## src/mad_defines.svh

```systemverilog
// Overview of operation
// - ROM region 1 MB at 0000_0000, 16 KB storage aliased across it.
// - ROM reads acknowledge; user mode under supervisor protection gets error and exception.
// - Every ROM write ends in error acknowledge, in any processor mode.
// - RAM region 1 MB at 0010_0000, 2 KB storage aliased across it.
// - RAM reads and writes acknowledge; protected user access gets error and exception.
// - Peripheral window of 2 MB reserved from 0020_0000.
// - Each peripheral answers only inside its own slot.
// - Peripheral registers 16 or 32 bits; unimplemented bits read zero, ignore writes.
// - No misaligned accesses from master; decoder never splits or resizes accesses.
// - Twelve 4 KB peripheral slots then four 1 KB slots; rest reserved.
// - Unassigned reads in first 52 KB acknowledge when supervisor permission allows.
// - Unassigned writes in first 52 KB acknowledge and may alter peripheral registers.
// - Reserved peripheral space: watchdog error and exception after 128 clocks.
// - External region 96 MB at 4000_0000, six 16 MB chip-select windows.
// - Only 22 external address lines, so lowest 4 MB per window addressable.
// - External offsets above 4 MB wrap modulo 4 MB under same select.
// - Other reserved ranges end by watchdog after 128 clocks with error.
`ifndef MAD_DEFINES_SVH
`define MAD_DEFINES_SVH

`define MAD_ROM_MB 12'h000
`define MAD_RAM_MB 12'h001
`define MAD_PER_2MB 11'h001
`define MAD_EXT_FIRST 8'h40
`define MAD_EXT_NCS 6
`define MAD_ROM_AW 14
`define MAD_RAM_AW 11
`define MAD_EXT_AW 22
`define MAD_PER_AW 12
`define MAD_NPER 16
`define MAD_N4K 12
`define MAD_WDOG_CYC 8'h80

`endif

```

## src/mad_pkg.sv

```systemverilog
`include "mad_defines.svh"

package mad_pkg;

    typedef struct packed {
        logic [31:0] addr;
        logic write;
        logic supv;
        logic [1:0] size;
        logic [31:0] wdata;
    } mad_req_t;

    typedef struct packed {
        logic rom;
        logic ram;
        logic [`MAD_NPER-1:0] per;
        logic [`MAD_EXT_NCS-1:0] cs;
    } mad_sel_t;

    typedef enum logic [2:0] {
        MAD_RG_ROM = 3'h0,
        MAD_RG_RAM = 3'h1,
        MAD_RG_PER = 3'h2,
        MAD_RG_EXT = 3'h3,
        MAD_RG_RSV = 3'h4
    } mad_region_t;

    typedef enum logic [3:0] {
        MAD_ST_IDLE = 4'h1,
        MAD_ST_ACC = 4'h2,
        MAD_ST_WDOG = 4'h4,
        MAD_ST_DONE = 4'h8
    } mad_state_t;

endpackage
```

## src/mad_decoder.sv

```systemverilog
`timescale 1ns/1ps
`default_nettype none
`include "mad_defines.svh"

module mad_decoder
    import mad_pkg::*;
(
    input wire logic i_sys_clk,
    input wire logic i_srst,
    input wire logic i_req_valid,
    input var mad_req_t i_req,
    input wire logic i_sup_prot,
    input wire logic [31:0] i_tgt_rdata,
    input wire logic i_per_w16,
    output var mad_sel_t o_sel,
    output logic [`MAD_EXT_AW-1:0] o_xaddr,
    output logic o_write,
    output logic [1:0] o_size,
    output logic [31:0] o_wdata,
    output logic [31:0] o_rdata,
    output logic o_transfer_ack,
    output logic o_transfer_error_ack,
    output logic o_access_err
);

    // ------------------------------------------------------------
    // Decoding helpers
    // ------------------------------------------------------------

    function automatic mad_region_t fn_region(input logic [31:0] a);
        mad_region_t rg;
        rg = MAD_RG_RSV;
        if (a[31:20] == `MAD_ROM_MB) begin
            rg = MAD_RG_ROM;
        end else if (a[31:20] == `MAD_RAM_MB) begin
            rg = MAD_RG_RAM;
        end else if (a[31:21] == `MAD_PER_2MB) begin
            rg = MAD_RG_PER;
        end else if (a[31:24] >= `MAD_EXT_FIRST &&
                     a[31:24] < `MAD_EXT_FIRST + 8'(`MAD_EXT_NCS)) begin
            rg = MAD_RG_EXT;
        end
        return rg;
    endfunction

    function automatic logic fn_user_blocked(input logic sup, input logic prot);
        return prot && !sup;
    endfunction

    // ------------------------------------------------------------
    // Address decode
    // ------------------------------------------------------------

    mad_region_t region;
    logic [20:0] per_off;
    logic [`MAD_NPER-1:0] per_hit;
    logic [`MAD_EXT_NCS-1:0] cs_hit;
    logic blocked;
    logic take;

    assign region = fn_region(i_req.addr);
    assign per_off = i_req.addr[20:0];
    assign blocked = fn_user_blocked(i_req.supv, i_sup_prot);

    genvar gi;
    generate
        for (gi = 0; gi < `MAD_NPER; gi++) begin : g_per
            if (gi < `MAD_N4K) begin : g_4k
                assign per_hit[gi] = region == MAD_RG_PER &&
                    per_off[20:16] == 5'h00 && per_off[15:12] == 4'(gi);
            end else begin : g_1k
                assign per_hit[gi] = region == MAD_RG_PER &&
                    per_off[20:12] == 9'(`MAD_N4K) &&
                    per_off[11:10] == 2'(gi - `MAD_N4K);
            end
        end
        for (gi = 0; gi < `MAD_EXT_NCS; gi++) begin : g_cs
            assign cs_hit[gi] = region == MAD_RG_EXT && i_req.addr[26:24] == 3'(gi);
        end
    endgenerate

    logic ok_nxt;
    logic wdog_nxt;
    mad_sel_t sel_nxt;
    logic [`MAD_EXT_AW-1:0] xaddr_nxt;

    always_comb begin
        ok_nxt = 1'b0;
        wdog_nxt = 1'b0;
        sel_nxt = '0;
        xaddr_nxt = '0;
        case (region)
            MAD_RG_ROM: begin
                ok_nxt = !i_req.write && !blocked;
                sel_nxt.rom = ok_nxt;
                xaddr_nxt = {8'h00, i_req.addr[`MAD_ROM_AW-1:0]};
            end
            MAD_RG_RAM: begin
                ok_nxt = !blocked;
                sel_nxt.ram = ok_nxt;
                xaddr_nxt = {11'h000, i_req.addr[`MAD_RAM_AW-1:0]};
            end
            MAD_RG_PER: begin
                if (per_hit != '0) begin
                    ok_nxt = i_req.write || !blocked;
                    sel_nxt.per = ok_nxt ? per_hit : '0;
                    xaddr_nxt = {10'h000, per_off[`MAD_PER_AW-1:0]};
                end else begin
                    wdog_nxt = 1'b1;
                end
            end
            MAD_RG_EXT: begin
                ok_nxt = 1'b1;
                sel_nxt.cs = cs_hit;
                xaddr_nxt = i_req.addr[`MAD_EXT_AW-1:0];
            end
            default: begin
                wdog_nxt = 1'b1;
            end
        endcase
    end

    // ------------------------------------------------------------
    // Access sequencing
    // ------------------------------------------------------------

    mad_state_t state_r;
    logic [7:0] cnt_r;
    logic ok_r;

    assign take = state_r == MAD_ST_IDLE && i_req_valid;

    always_ff @(posedge i_sys_clk) begin
        if (i_srst) begin
            state_r <= MAD_ST_IDLE;
            cnt_r <= 8'h00;
            ok_r <= 1'b0;
        end else begin
            case (state_r)
                MAD_ST_IDLE: begin
                    if (i_req_valid) begin
                        ok_r <= ok_nxt;
                        cnt_r <= 8'h01;
                        state_r <= wdog_nxt ? MAD_ST_WDOG : MAD_ST_ACC;
                    end
                end
                MAD_ST_ACC: begin
                    state_r <= MAD_ST_DONE;
                end
                MAD_ST_WDOG: begin
                    if (cnt_r == `MAD_WDOG_CYC) begin
                        state_r <= MAD_ST_DONE;
                    end else begin
                        cnt_r <= cnt_r + 8'h01;
                    end
                end
                MAD_ST_DONE: begin
                    state_r <= MAD_ST_IDLE;
                end
                default: begin
                    state_r <= MAD_ST_IDLE;
                end
            endcase
        end
    end

    // ------------------------------------------------------------
    // Target side
    // ------------------------------------------------------------

    mad_sel_t sel_r;
    logic [`MAD_EXT_AW-1:0] xaddr_r;
    logic write_r;
    logic [1:0] size_r;
    logic [31:0] wdata_r;

    // Selects stand for the one ACC cycle, so a write lands exactly once
    always_ff @(posedge i_sys_clk) begin
        if (i_srst) begin
            sel_r <= '0;
            xaddr_r <= '0;
            write_r <= 1'b0;
            size_r <= 2'h0;
            wdata_r <= 32'h0000_0000;
        end else if (take) begin
            sel_r <= wdog_nxt ? '0 : sel_nxt;
            xaddr_r <= xaddr_nxt;
            write_r <= i_req.write;
            size_r <= i_req.size;
            wdata_r <= i_req.wdata;
        end else begin
            sel_r <= '0;
        end
    end

    logic [31:0] rdata_r;

    always_ff @(posedge i_sys_clk) begin
        if (i_srst) begin
            rdata_r <= 32'h0000_0000;
        end else if (state_r == MAD_ST_ACC) begin
            if (write_r || !ok_r) begin
                rdata_r <= 32'h0000_0000;
            end else if (sel_r.per != '0 && i_per_w16) begin
                rdata_r <= {16'h0000, i_tgt_rdata[15:0]};
            end else begin
                rdata_r <= i_tgt_rdata;
            end
        end
    end

    // ------------------------------------------------------------
    // Termination
    // ------------------------------------------------------------

    logic xack_r;
    logic xerr_r;
    logic err_r;
    logic end_acc;
    logic end_wdog;

    assign end_acc = state_r == MAD_ST_ACC;
    assign end_wdog = state_r == MAD_ST_WDOG && cnt_r == `MAD_WDOG_CYC;

    always_ff @(posedge i_sys_clk) begin
        if (i_srst) begin
            xack_r <= 1'b0;
            xerr_r <= 1'b0;
            err_r <= 1'b0;
        end else begin
            xack_r <= end_acc && ok_r;
            xerr_r <= (end_acc && !ok_r) || end_wdog;
            err_r <= (end_acc && !ok_r) || end_wdog;
        end
    end

    assign o_sel = sel_r;
    assign o_xaddr = xaddr_r;
    assign o_write = write_r;
    assign o_size = size_r;
    assign o_wdata = wdata_r;
    assign o_rdata = rdata_r;
    assign o_transfer_ack = xack_r;
    assign o_transfer_error_ack = xerr_r;
    assign o_access_err = err_r;
endmodule

`default_nettype wire

```

## config.mk

```make
export PLATFORM = sky130hd
export DESIGN_NAME = mad_decoder
export DESIGN_NICKNAME = d
export VERILOG_FILES = /design/src/mad_pkg.sv /design/src/mad_decoder.sv
export VERILOG_INCLUDE_DIRS = /design/src
export SDC_FILE = /design/constraint.sdc
export NUM_CORES = 1
export LEC_CHECK = 0
export BUFFER_PORTS_ARGS = -buffer_cell sky130_fd_sc_hd__buf_2
export CAP_MARGIN = 20
export CORE_ASPECT_RATIO = 0.75
export CORE_MARGIN = 10
export CORE_UTILIZATION = 49
export DETAILED_ROUTE_END_ITERATION = 7
export HOLD_SLACK_MARGIN = 0.02
export PLACE_DENSITY = 0.89
export SLEW_MARGIN = 25
export SYNTH_ARGS = -nofsm -noshare
export SYNTH_HDL_FRONTEND = slang
export SYNTH_SLANG_ARGS = --single-unit
```

## constraint.sdc

```tcl
create_clock -name i_sys_clk -period 3.3 [get_ports i_sys_clk]
set_input_delay 0.165 -clock i_sys_clk [delete_from_list [all_inputs] [get_ports i_sys_clk]]
set_output_delay 0.165 -clock i_sys_clk [all_outputs]
set_load 0.02 [all_outputs]
```

### After elaboration in Yosys (flattened, before gate mapping)

Index checks and enable logic that the tools add are counted.
W data, S select, Z words.

* logic and storage cells: 131
* input port bits: 105
* output and inout port bits: 116
* register bits: 128

* add/subtract/negate cells: 1
* bitwise gates (word level): 7
* reductions and logical operators: 56
* multiplexer cells: 19
* magnitude comparators: 2
* equality and inequality tests: 32

Operator list (number)
* $pmux W22 S4: 1
* $mux W32: 2
* $logic_and A1 B1 Y1: 32
* $reduce_bool A16 Y1: 2
* $eq A4 B3 Y1 const B: 5
* $eq A4 B4 Y1 const B: 4
* $mux W8: 2
* $pmux W8 S2: 1
* $mux W3: 5
* $eq A12 B1 Y1 const B: 1
* $eq A3 B2 Y1 const B: 4
* $eq A4 B2 Y1 const B: 3
* $logic_not A12 Y1: 1
* $mux W12: 1
* $pmux W4 S3: 1
* $reduce_or A4 Y1: 3
* $eq A11 B1 Y1 const B: 1
* $eq A9 B4 Y1 const B: 1
* $add A8 B1 Y8 const B: 1
* $eq A4 B1 Y1 const B: 2
* $eq A8 B8 Y1 const B: 1
* $ge A8 B7 Y1 const B: 1
* $lt A8 B7 Y1 const B: 1
* $mux W4: 2
* other kinds (20): 39

### Longest topological paths before layout

Gate-level depths: netlist of run 1.

* depth in word-level cells: 15
* depth in mapped cells: 7
* depth with buffers taken out: 7

### Worst setup path before layout of run 1

No wires, ideal clock.

* kind: flip-flop to flip-flop
* start point: reg state_r[1]
* end point: reg rdata_r[21] (netlist: o_rdata[21])
* stages on the path, launching flop included: 8
* data required time: 3183 ps
* clock period less this slack: 2004 ps
* slack: 1296 ps
* arrival time: 1887 ps
* path buffers: 3
* setup time: 117 ps
* path through: dfxtp_1 or3b_1 or2_2 clkbuf_1 nor2b_1 clkbuf_1 buf_2 a22o_2

* word-level cells in the longest chain between the ends: 1

RTL lines
* start: declaration: RTL line mad_decoder.sv:127 `mad_state_t state_r;`
* start signal: assignment: RTL line mad_decoder.sv:144 `state_r <= wdog_nxt ? MAD_ST_WDOG : MAD_ST_ACC;`
* $eq A4 B2 Y1: RTL line mad_decoder.sv:201 `end else if (state_r == MAD_ST_ACC) begin`
* end signal: assignment: RTL line mad_decoder.sv:205 `rdata_r <= {16'h0000, i_tgt_rdata[15:0]};`
* end signal: assignment: RTL line mad_decoder.sv:207 `rdata_r <= i_tgt_rdata;`
* end: declaration: RTL line mad_decoder.sv:196 `logic [31:0] rdata_r;`

Every way passes these cells.
A chain may end at the register's enable or synchronous reset.

### Worst setup path after layout of run 1

* start point: in i_req[60] (netlist bit)
* end point: reg sel_r, in the netlist o_sel[18]

* word-level cells in the longest chain between the ends: 13

RTL lines
* start: declaration: RTL line mad_decoder.sv:11 `input var mad_req_t i_req,`
* $ge A8 B7 Y1 (no source line) / $lt A8 B7 Y1 (equally long branches)
* $logic_and A1 B1 Y1: RTL line mad_decoder.sv:39 `` end else if (a[31:24] >= `MAD_EXT_FIRST && ``
* $mux W3: RTL line mad_decoder.sv:39
* $mux W3: RTL line mad_decoder.sv:37 `` end else if (a[31:21] == `MAD_PER_2MB) begin ``
* $mux W3: RTL line mad_decoder.sv:35 `` end else if (a[31:20] == `MAD_RAM_MB) begin ``
* $mux W3 (*): RTL line mad_decoder.sv:33 `` if (a[31:20] == `MAD_ROM_MB) begin ``
* $eq A3 B2 Y1: RTL line mad_decoder.sv:69, mad_decoder.sv:72, mad_decoder.sv:92
* $logic_and A1 B1 Y1 (on tied branches): RTL line mad_decoder.sv:69, mad_decoder.sv:72
* $logic_and A1 B1 Y1 (on tied branches): RTL line mad_decoder.sv:70, mad_decoder.sv:72
* $reduce_bool A16 Y1: RTL line mad_decoder.sv:104 `if (per_hit != '0) begin`
* $mux W1: RTL line mad_decoder.sv:104
* $pmux W1 S2: RTL line mad_decoder.sv:92 `case (region)`
* $reduce_or A6 Y1 (no source line)
* end signal: assignment: RTL line mad_decoder.sv:186 `sel_r <= wdog_nxt ? '0 : sel_nxt;`
* end: declaration: RTL line mad_decoder.sv:171 `mad_sel_t sel_r;`

Every way passes the cells marked *; elsewhere a longest branch is shown, timed or not.

==> flow_metrics.py, run 1 <==
metrics = {
    "clocking": {
        "cts_tree": "done",
        "cts.hold.buffers_added": 77,
        "cts-root-buf": "clkbuf_16",
        "clk_pin_slew_ns": 0.06,
        "clkSinkCount": 128,
        "cts_max_level": 4,
        "post_cts_resized": 0,
        "cts_made_buffers": 17,
        "clk_path_buf_depth": 2,
        "clkLatencyLatePin_ns": 0.41,
        "postCtsSetupRepairBufs": 0,
    },
    "timing": {
        "slew_viol_final": 0,
        "slew_headroom_pct": 36.3,
        "hold_viol_final": 0,
        "skew_ns": 0.0111,
        "rsz0062_at_grt": "no",
        "fmax_mhz": 382,
        "setup_tns_ns": 0,
        "fin_crit_sh_pct": 79.3,
        "setup-violations-final": 0,
        "worst_pin_slew_ns": 0.947,
        "fin_crit_ns": 2.62,
    },
    "job": {
        "maxCapViolCount": 0,
    },
    "floorplanning": {
        "rows": 30,
        "io-pin-count": 221,
        "core-area_sq_um": 9050,
        "dieArea_sq_um": 13600,
        "start_util_pct": 50.3,
        "die_y_microns": 103,
        "die_w_microns": 131,
    },
    "placement": {
        "dpl_cell_area_sq_um": 5730,
        "hpwl_microns": 11100,
        "dp.cells": 805,
        "port_buffers": 220,
        "gp_congestion": 0.864,
    },
    "global_route": {
        "grt_pass1_wl_microns": 28100,
        "grt-ovfl-total": 0,
        "grt_pass1_vias": 5316,
        "antenna_found_initial": 1,
        "grt_max_degree": 48,
        "grt_use_total_pct": 25.7,
    },
    "route": {
        "wl_microns": 18200,
        "drc": 0,
        "viasPerCell": 5.63,
        "first_pass_iters": 6,
        "ant_nets": 0,
        "routed-via-count": 5147,
        "drt_iter0_markers": 538,
        "post_drt_wl_per_cell_microns": 19.9,
    },
    "logic_synthesis": {
        "synth_seq_cells": 128,
        "netlist_area_sq_um": 4550,
        "netlist_instances": 481,
        "yosysUniqueCellTypes": 54,
        "yosys_warnings": 0,
        "yosysSeqAreaShare_pct": 56.3,
        "synth_ff_type": "dfxtp_1",
        "synth_edf_count": 0,
        "async_flop_share_pct": 0,
        "synth_nets": 588,
        "avgSynthCellArea_sq_um": 9.47,
    },
    "cells_and_area": {
        "final_cell_mix": "buf_2, dfxtp_1, nand2_1, dlygate4sd3_1, nor2_1",
        "drive_gt1_share_pct": 35.1,
        "mostFrequentLayoutCell": "buf_2",
        "finalNonFillerCells": 914,
        "num-fill-cells": 466,
        "area_growth_pct": 54.8,
        "fin_area_sq_um": 7050,
        "fin_nets": 880,
    },
    "worst_hold_path": {
        "hp-class": "primary input to register",
        "worstHoldPathCells": 2,
    },
    "worst_setup_path": {
        "worstPathMaxFanout": 9,
        "endpoint_kind": "register",
        "worstRegToRegCells": 4,
        "required_ns": 3.64,
        "arrival_ns": 2.96,
        "path_class": "primary input to register",
        "worst_setup_path_start_kind": "primary input",
    },
    "pwr": {
        "powerDensity_nw_per_um2": 524,
        "p_leak_nw": 3.27,
        "ir_drop_mv": 0.396,
    },
    "run_status": {
        "status": "completed",
    },
}
state kept, by name, summed over array words and instances, names as in the netlist:
name	flops
cnt_r	8
o_access_err	1
o_rdata	32
o_sel	24
o_size	2
o_transfer_ack	1
o_wdata	32
o_write	1
o_xaddr	22
ok_r	1
state_r	4
routing by layer:
layer  track usage, %  routed length, microns  up-vias
li1                 -                       -     2287
met1             26.0                    6340     2416
met2             46.6                    9330      357
met3             8.98                    1720       85
met4             14.1                     800        2
met5                0                      18        -
cells in the mapped netlist (3+ instances only):
cell | instances | area share, %
nand4_1 | 7 | 0.96
clkbuf_1 | 19 | 1.6
a22oi_1 | 24 | 4.0
nor3_1 | 6 | 0.66
nor2b_1 | 4 | 0.55
a211oi_1 | 5 | 0.82
a21oi_1 | 38 | 4.2
xnor2_1 | 3 | 0.58
a22o_2 | 10 | 2.2
xor2_1 | 3 | 0.58
dfxtp_1 | 128 | 56
a22o_1 | 17 | 3.3
nor2_1 | 56 | 4.6
and3_1 | 7 | 0.96
nor4_1 | 9 | 1.2
nand4b_1 | 3 | 0.58
nand2_1 | 80 | 6.6
buf_1 | 3 | 0.25
buf_2 | 4 | 0.44
or2_2 | 4 | 0.55
nand2b_1 | 4 | 0.55
a32o_1 | 3 | 0.66
inv_1 | 4 | 0.33
critical path, cell delays in order:
cell and delay (ns):
dlygate4sd3_1 0.54, buf_2 0.16, nor4_1 0.52, and4_1 0.52, nand3_1 0.27, nor4_1 0.22, dlygate4sd3_1 0.57
power by group:
group	leakage (nW)	total (mW)	switching, mW	internal (mW)
registers	1.04	1.60	0.0208	1.58
clock network	0.265	1.74	0.711	1.03
logic	1.97	0.354	0.197	0.157
total	3.27	3.69	0.928	2.76
layout make-up:
type	instances	area, sq um	area share, %
multi-input cells	321	1860	26.4
flip-flops and latches	128	2560	36.4
inverters	4	15.0	0.213
repair buffers	301	1900	27.0
well taps	128	160	2.27
clock inverters	13	118	1.67
diodes	2	5.00	0.0710
clock buffers	17	425	6.04
worst paths after layout:
kind | startpoint | to | slack [ns]
max reg2reg | state_r[1] | o_rdata[28] | 0.81
min reg2reg | o_wdata[21] | o_wdata[21] | 0.45
min | i_tgt_rdata[17] | o_rdata[17] | 0.05
max | i_req[60] | o_sel[18] | 0.68
metrics by stage:
step           total power, mW  hold slack (ns)  util [%]  setup slack [ns]
2_1_floorplan             1.77            0.237         -              1.30
3_3_place_gp              1.88            0.375      63.3              1.02
3_5_place_dp              1.90            0.378      63.3             0.924
4_1_cts                   3.66           0.0202      77.8             0.844
5_1_grt                   3.79           0.0335      77.8             0.494
6_report                  3.69           0.0511      77.9             0.682
cells by family after synthesis:
group | count (synthesis) | synth area share (%)
buffers and inverters | 32 | 3.00
adder cells (fa/ha/maj) | 2 | 0.550
XOR/XNOR | 6 | 1.15
AND/OR/NAND/NOR | 200 | 20.8
flip-flops | 128 | 56.3
AO/OA/AOI/OAI | 112 | 18.0
multiplexers | 1 | 0.220
Note: power is estimated with default switching activity, not from simulation.
==> inputs of run 2 (changes only) <==
- ABC_AREA: default -> 1
- CORE_UTILIZATION: 49 -> 43
- PLACE_DENSITY: 0.89 -> 0.82
- clock period: 3.3 -> 2.2 ns (I/O delays scaled with it)
==> flow_metrics.py, run 2 <==
metrics = {
    "placement": {
        "gp_congestion": 0.865,
        "hpwl_microns": 11800,
        "port_buffers": 220,
        "dp.cells": 993,
    },
    "clocking": {
        "cts_made_buffers": 17,
        "clkLatencyLatePin_ns": 0.41,
        "clk_pin_slew_ns": 0.06,
        "cts_tree": "done",
        "cts-root-buf": "clkbuf_16",
        "cts_max_level": 4,
        "clk_path_buf_depth": 2,
        "postCtsSetupRepairBufs": 0,
        "clkSinkCount": 128,
    },
    "global_route": {
        "grt_use_total_pct": 22.6,
        "grt-ovfl-total": 0,
        "grt_pass1_wl_microns": 29600,
        "antenna_found_initial": 6,
        "grt_max_degree": 66,
        "grt_pass1_vias": 5809,
    },
    "logic_synthesis": {
        "yosysSeqAreaShare_pct": 51.3,
        "yosysTopAreaCellShare_pct": 51.3,
        "yosys_warnings": 0,
        "synth_seq_cells": 128,
        "synth_ff_type": "dfxtp_1",
        "yosysUniqueCellTypes": 32,
        "netlist_area_sq_um": 5000,
        "yosysMostFrequentCell": "nor2_1",
        "synthTopCellsByCount": "nor2_1, dfxtp_1, nand2_1",
        "synth_edf_count": 0,
        "netlist_instances": 657,
        "synth_nets": 764,
        "async_flop_share_pct": 0,
        "synth_top_area_cell": "dfxtp_1",
        "avgSynthCellArea_sq_um": 7.60,
        "synth.area.top_cells": "dfxtp_1, nor2_1, nand2_1, a21oi_1, o21ai_0",
    },
    "pwr": {
        "powerDensity_nw_per_um2": 750,
        "ir_drop_mv": 0.672,
        "p_leak_nw": 3.66,
    },
    "worst_setup_path": {
        "reg2reg_slack_ns": 0.15,
        "required_ns": 2.55,
        "worstRegToRegCells": 8,
        "timing.rr.end": "o_sel[2]",
        "critPathLaunch": "i_req[61]",
        "r2r-start": "state_r[2]",
        "arrival_ns": 2.43,
        "path_class": "primary input to register",
        "worst_setup_path_start_kind": "primary input",
        "worstPathMaxFanout": 10,
        "endpoint_kind": "register",
    },
    "timing": {
        "fin_crit_sh_pct": 94.3,
        "skew_ns": 0.0128,
        "rsz0062_at_grt": "no",
        "hold_viol_final": 0,
        "setup_tns_ns": 0,
        "slew_viol_final": 0,
        "fin_crit_ns": 2.08,
        "fmax_mhz": 482,
        "setup-violations-final": 0,
        "slew_headroom_pct": 53.2,
        "worst_pin_slew_ns": 0.702,
    },
    "route": {
        "post_drt_wl_per_cell_microns": 16.8,
        "drc": 0,
        "first_pass_iters": 7,
        "ant_nets": 0,
        "viasPerCell": 5.04,
        "drt_iter0_markers": 460,
        "wl_microns": 18900,
        "routed-via-count": 5652,
    },
    "job": {
        "maxCapViolCount": 0,
    },
    "worst_hold_path": {
        "worstHoldPathCells": 3,
        "hp-class": "primary input to register",
        "min_to": "o_xaddr[14]",
        "hold_start": "i_req[50]",
    },
    "floorplanning": {
        "die_w_microns": 144,
        "io-pin-count": 221,
        "dieArea_sq_um": 16400,
        "start_util_pct": 44.8,
        "die_y_microns": 113,
        "rows": 33,
        "core-area_sq_um": 11100,
    },
    "cells_and_area": {
        "final_cell_mix": "buf_2, nor2_1, dfxtp_1, nand2_1, dlygate4sd3_1",
        "area_growth_pct": 53.5,
        "mostFrequentLayoutCell": "buf_2",
        "drive_gt1_share_pct": 29.2,
        "fin_nets": 1071,
        "finalNonFillerCells": 1122,
        "num-fill-cells": 861,
    },
    "run_status": {
        "status": "completed",
    },
}
run 2: cell count changes after synthesis, moves of 7 or more:
cell | previous run | this run
nand4_1 | 7 | 20
nor4_1 | 9 | 1
inv_2 | 0 | 8
inv_1 | 4 | 43
a22oi_1 | 24 | 0
a21oi_1 | 38 | 65
a22o_1 | 17 | 0
nand3_1 | 2 | 29
and3_1 | 7 | 0
o21ai_0 | 2 | 36
a22o_2 | 10 | 0
nand2_1 | 80 | 126
nor2_1 | 56 | 130
run 2: stage by stage:
step | hold WS, ns | setup WS [ns] | util, % | power, mW | instance area, sq um
2_1_floorplan | 0.187 | 0.815 | - | 2.85 | 5000
5_1_grt | 0.0317 | 0.0127 | 68.8 | 5.95 | 7670
4_1_cts | 0.0269 | 0.0963 | 68.5 | 5.72 | 7630
3_3_place_gp | 0.319 | 0.529 | 55.5 | 3.10 | 6180
6_report | 0.0307 | 0.125 | 68.8 | 5.75 | 7670
3_5_place_dp | 0.319 | 0.448 | 55.5 | 3.11 | 6180
run 2: worst max-delay path, stage by stage:
cell,delay (ns)
dlygate4sd3_1,0.54
buf_2,0.16
a21oi_1,0.14
nand2_1,0.21
inv_4,0.18
nand3_2,0.09
or2_1,0.27
nor3_1,0.14
dlygate4sd3_1,0.59
run 2: layer usage:
metal / routed length (microns) / global-route usage (%)
met1: 7130 / 23.9
met2: 9180 / 37.8
met3: 2010 / 10.6
met4: 541 / 10.1
met5: 0 / 0
run 2: power by group:
group | leakage [nW] | total [mW] | internal [mW] | switching (mW)
Combinational | 2.36 | 0.780 | 0.313 | 0.467
Clock | 0.256 | 2.51 | 1.47 | 1.05
Sequential | 1.04 | 2.46 | 2.41 | 0.0537
run 2: layout make-up:
| type | instances | area [sq um] | share of cell area (%) |
|---|---|---|---|
| clock buffers | 19 | 443 | 5.77 |
| inverters | 51 | 194 | 2.53 |
| flip-flops and latches | 128 | 2560 | 33.4 |
| multi-input cells | 447 | 2110 | 27.5 |
| well taps | 140 | 175 | 2.28 |
| diodes | 6 | 15.0 | 0.196 |
| repair buffers | 319 | 2090 | 27.2 |
| clock inverters | 12 | 86.3 | 1.13 |
run 2: worst max-delay path by stage:
stage	cells past startpoint	endpoint	slack, ns
final	9	o_sel[2]	0.12
after floorplan	8	o_size[0]	0.82
after detailed placement	7	o_xaddr[1]	0.45
after CTS	8	o_sel[2]	0.1
after global routing	9	o_sel[2]	0.01
after global placement	7	o_xaddr[1]	0.53
run 2: cell families after synthesis:
| logic type | count (synthesis) | synth area share, % |
|---|---|---|
| AND/OR/NAND/NOR | 336 | 29.9 |
| flip-flops | 128 | 51.3 |
| AO/OA/AOI/OAI | 106 | 11.1 |
| buffers and inverters | 82 | 6.64 |
| XOR/XNOR | 3 | 0.526 |
| adder cells (fa/ha/maj) | 2 | 0.501 |
run 2: repair_timing:
item                                    in CTS  in global routing
endpoints found under the setup margin       0                  1
resized for setup                            0                  5
hold buffers                                92                  0
endpoints found under the hold margin       94                  0
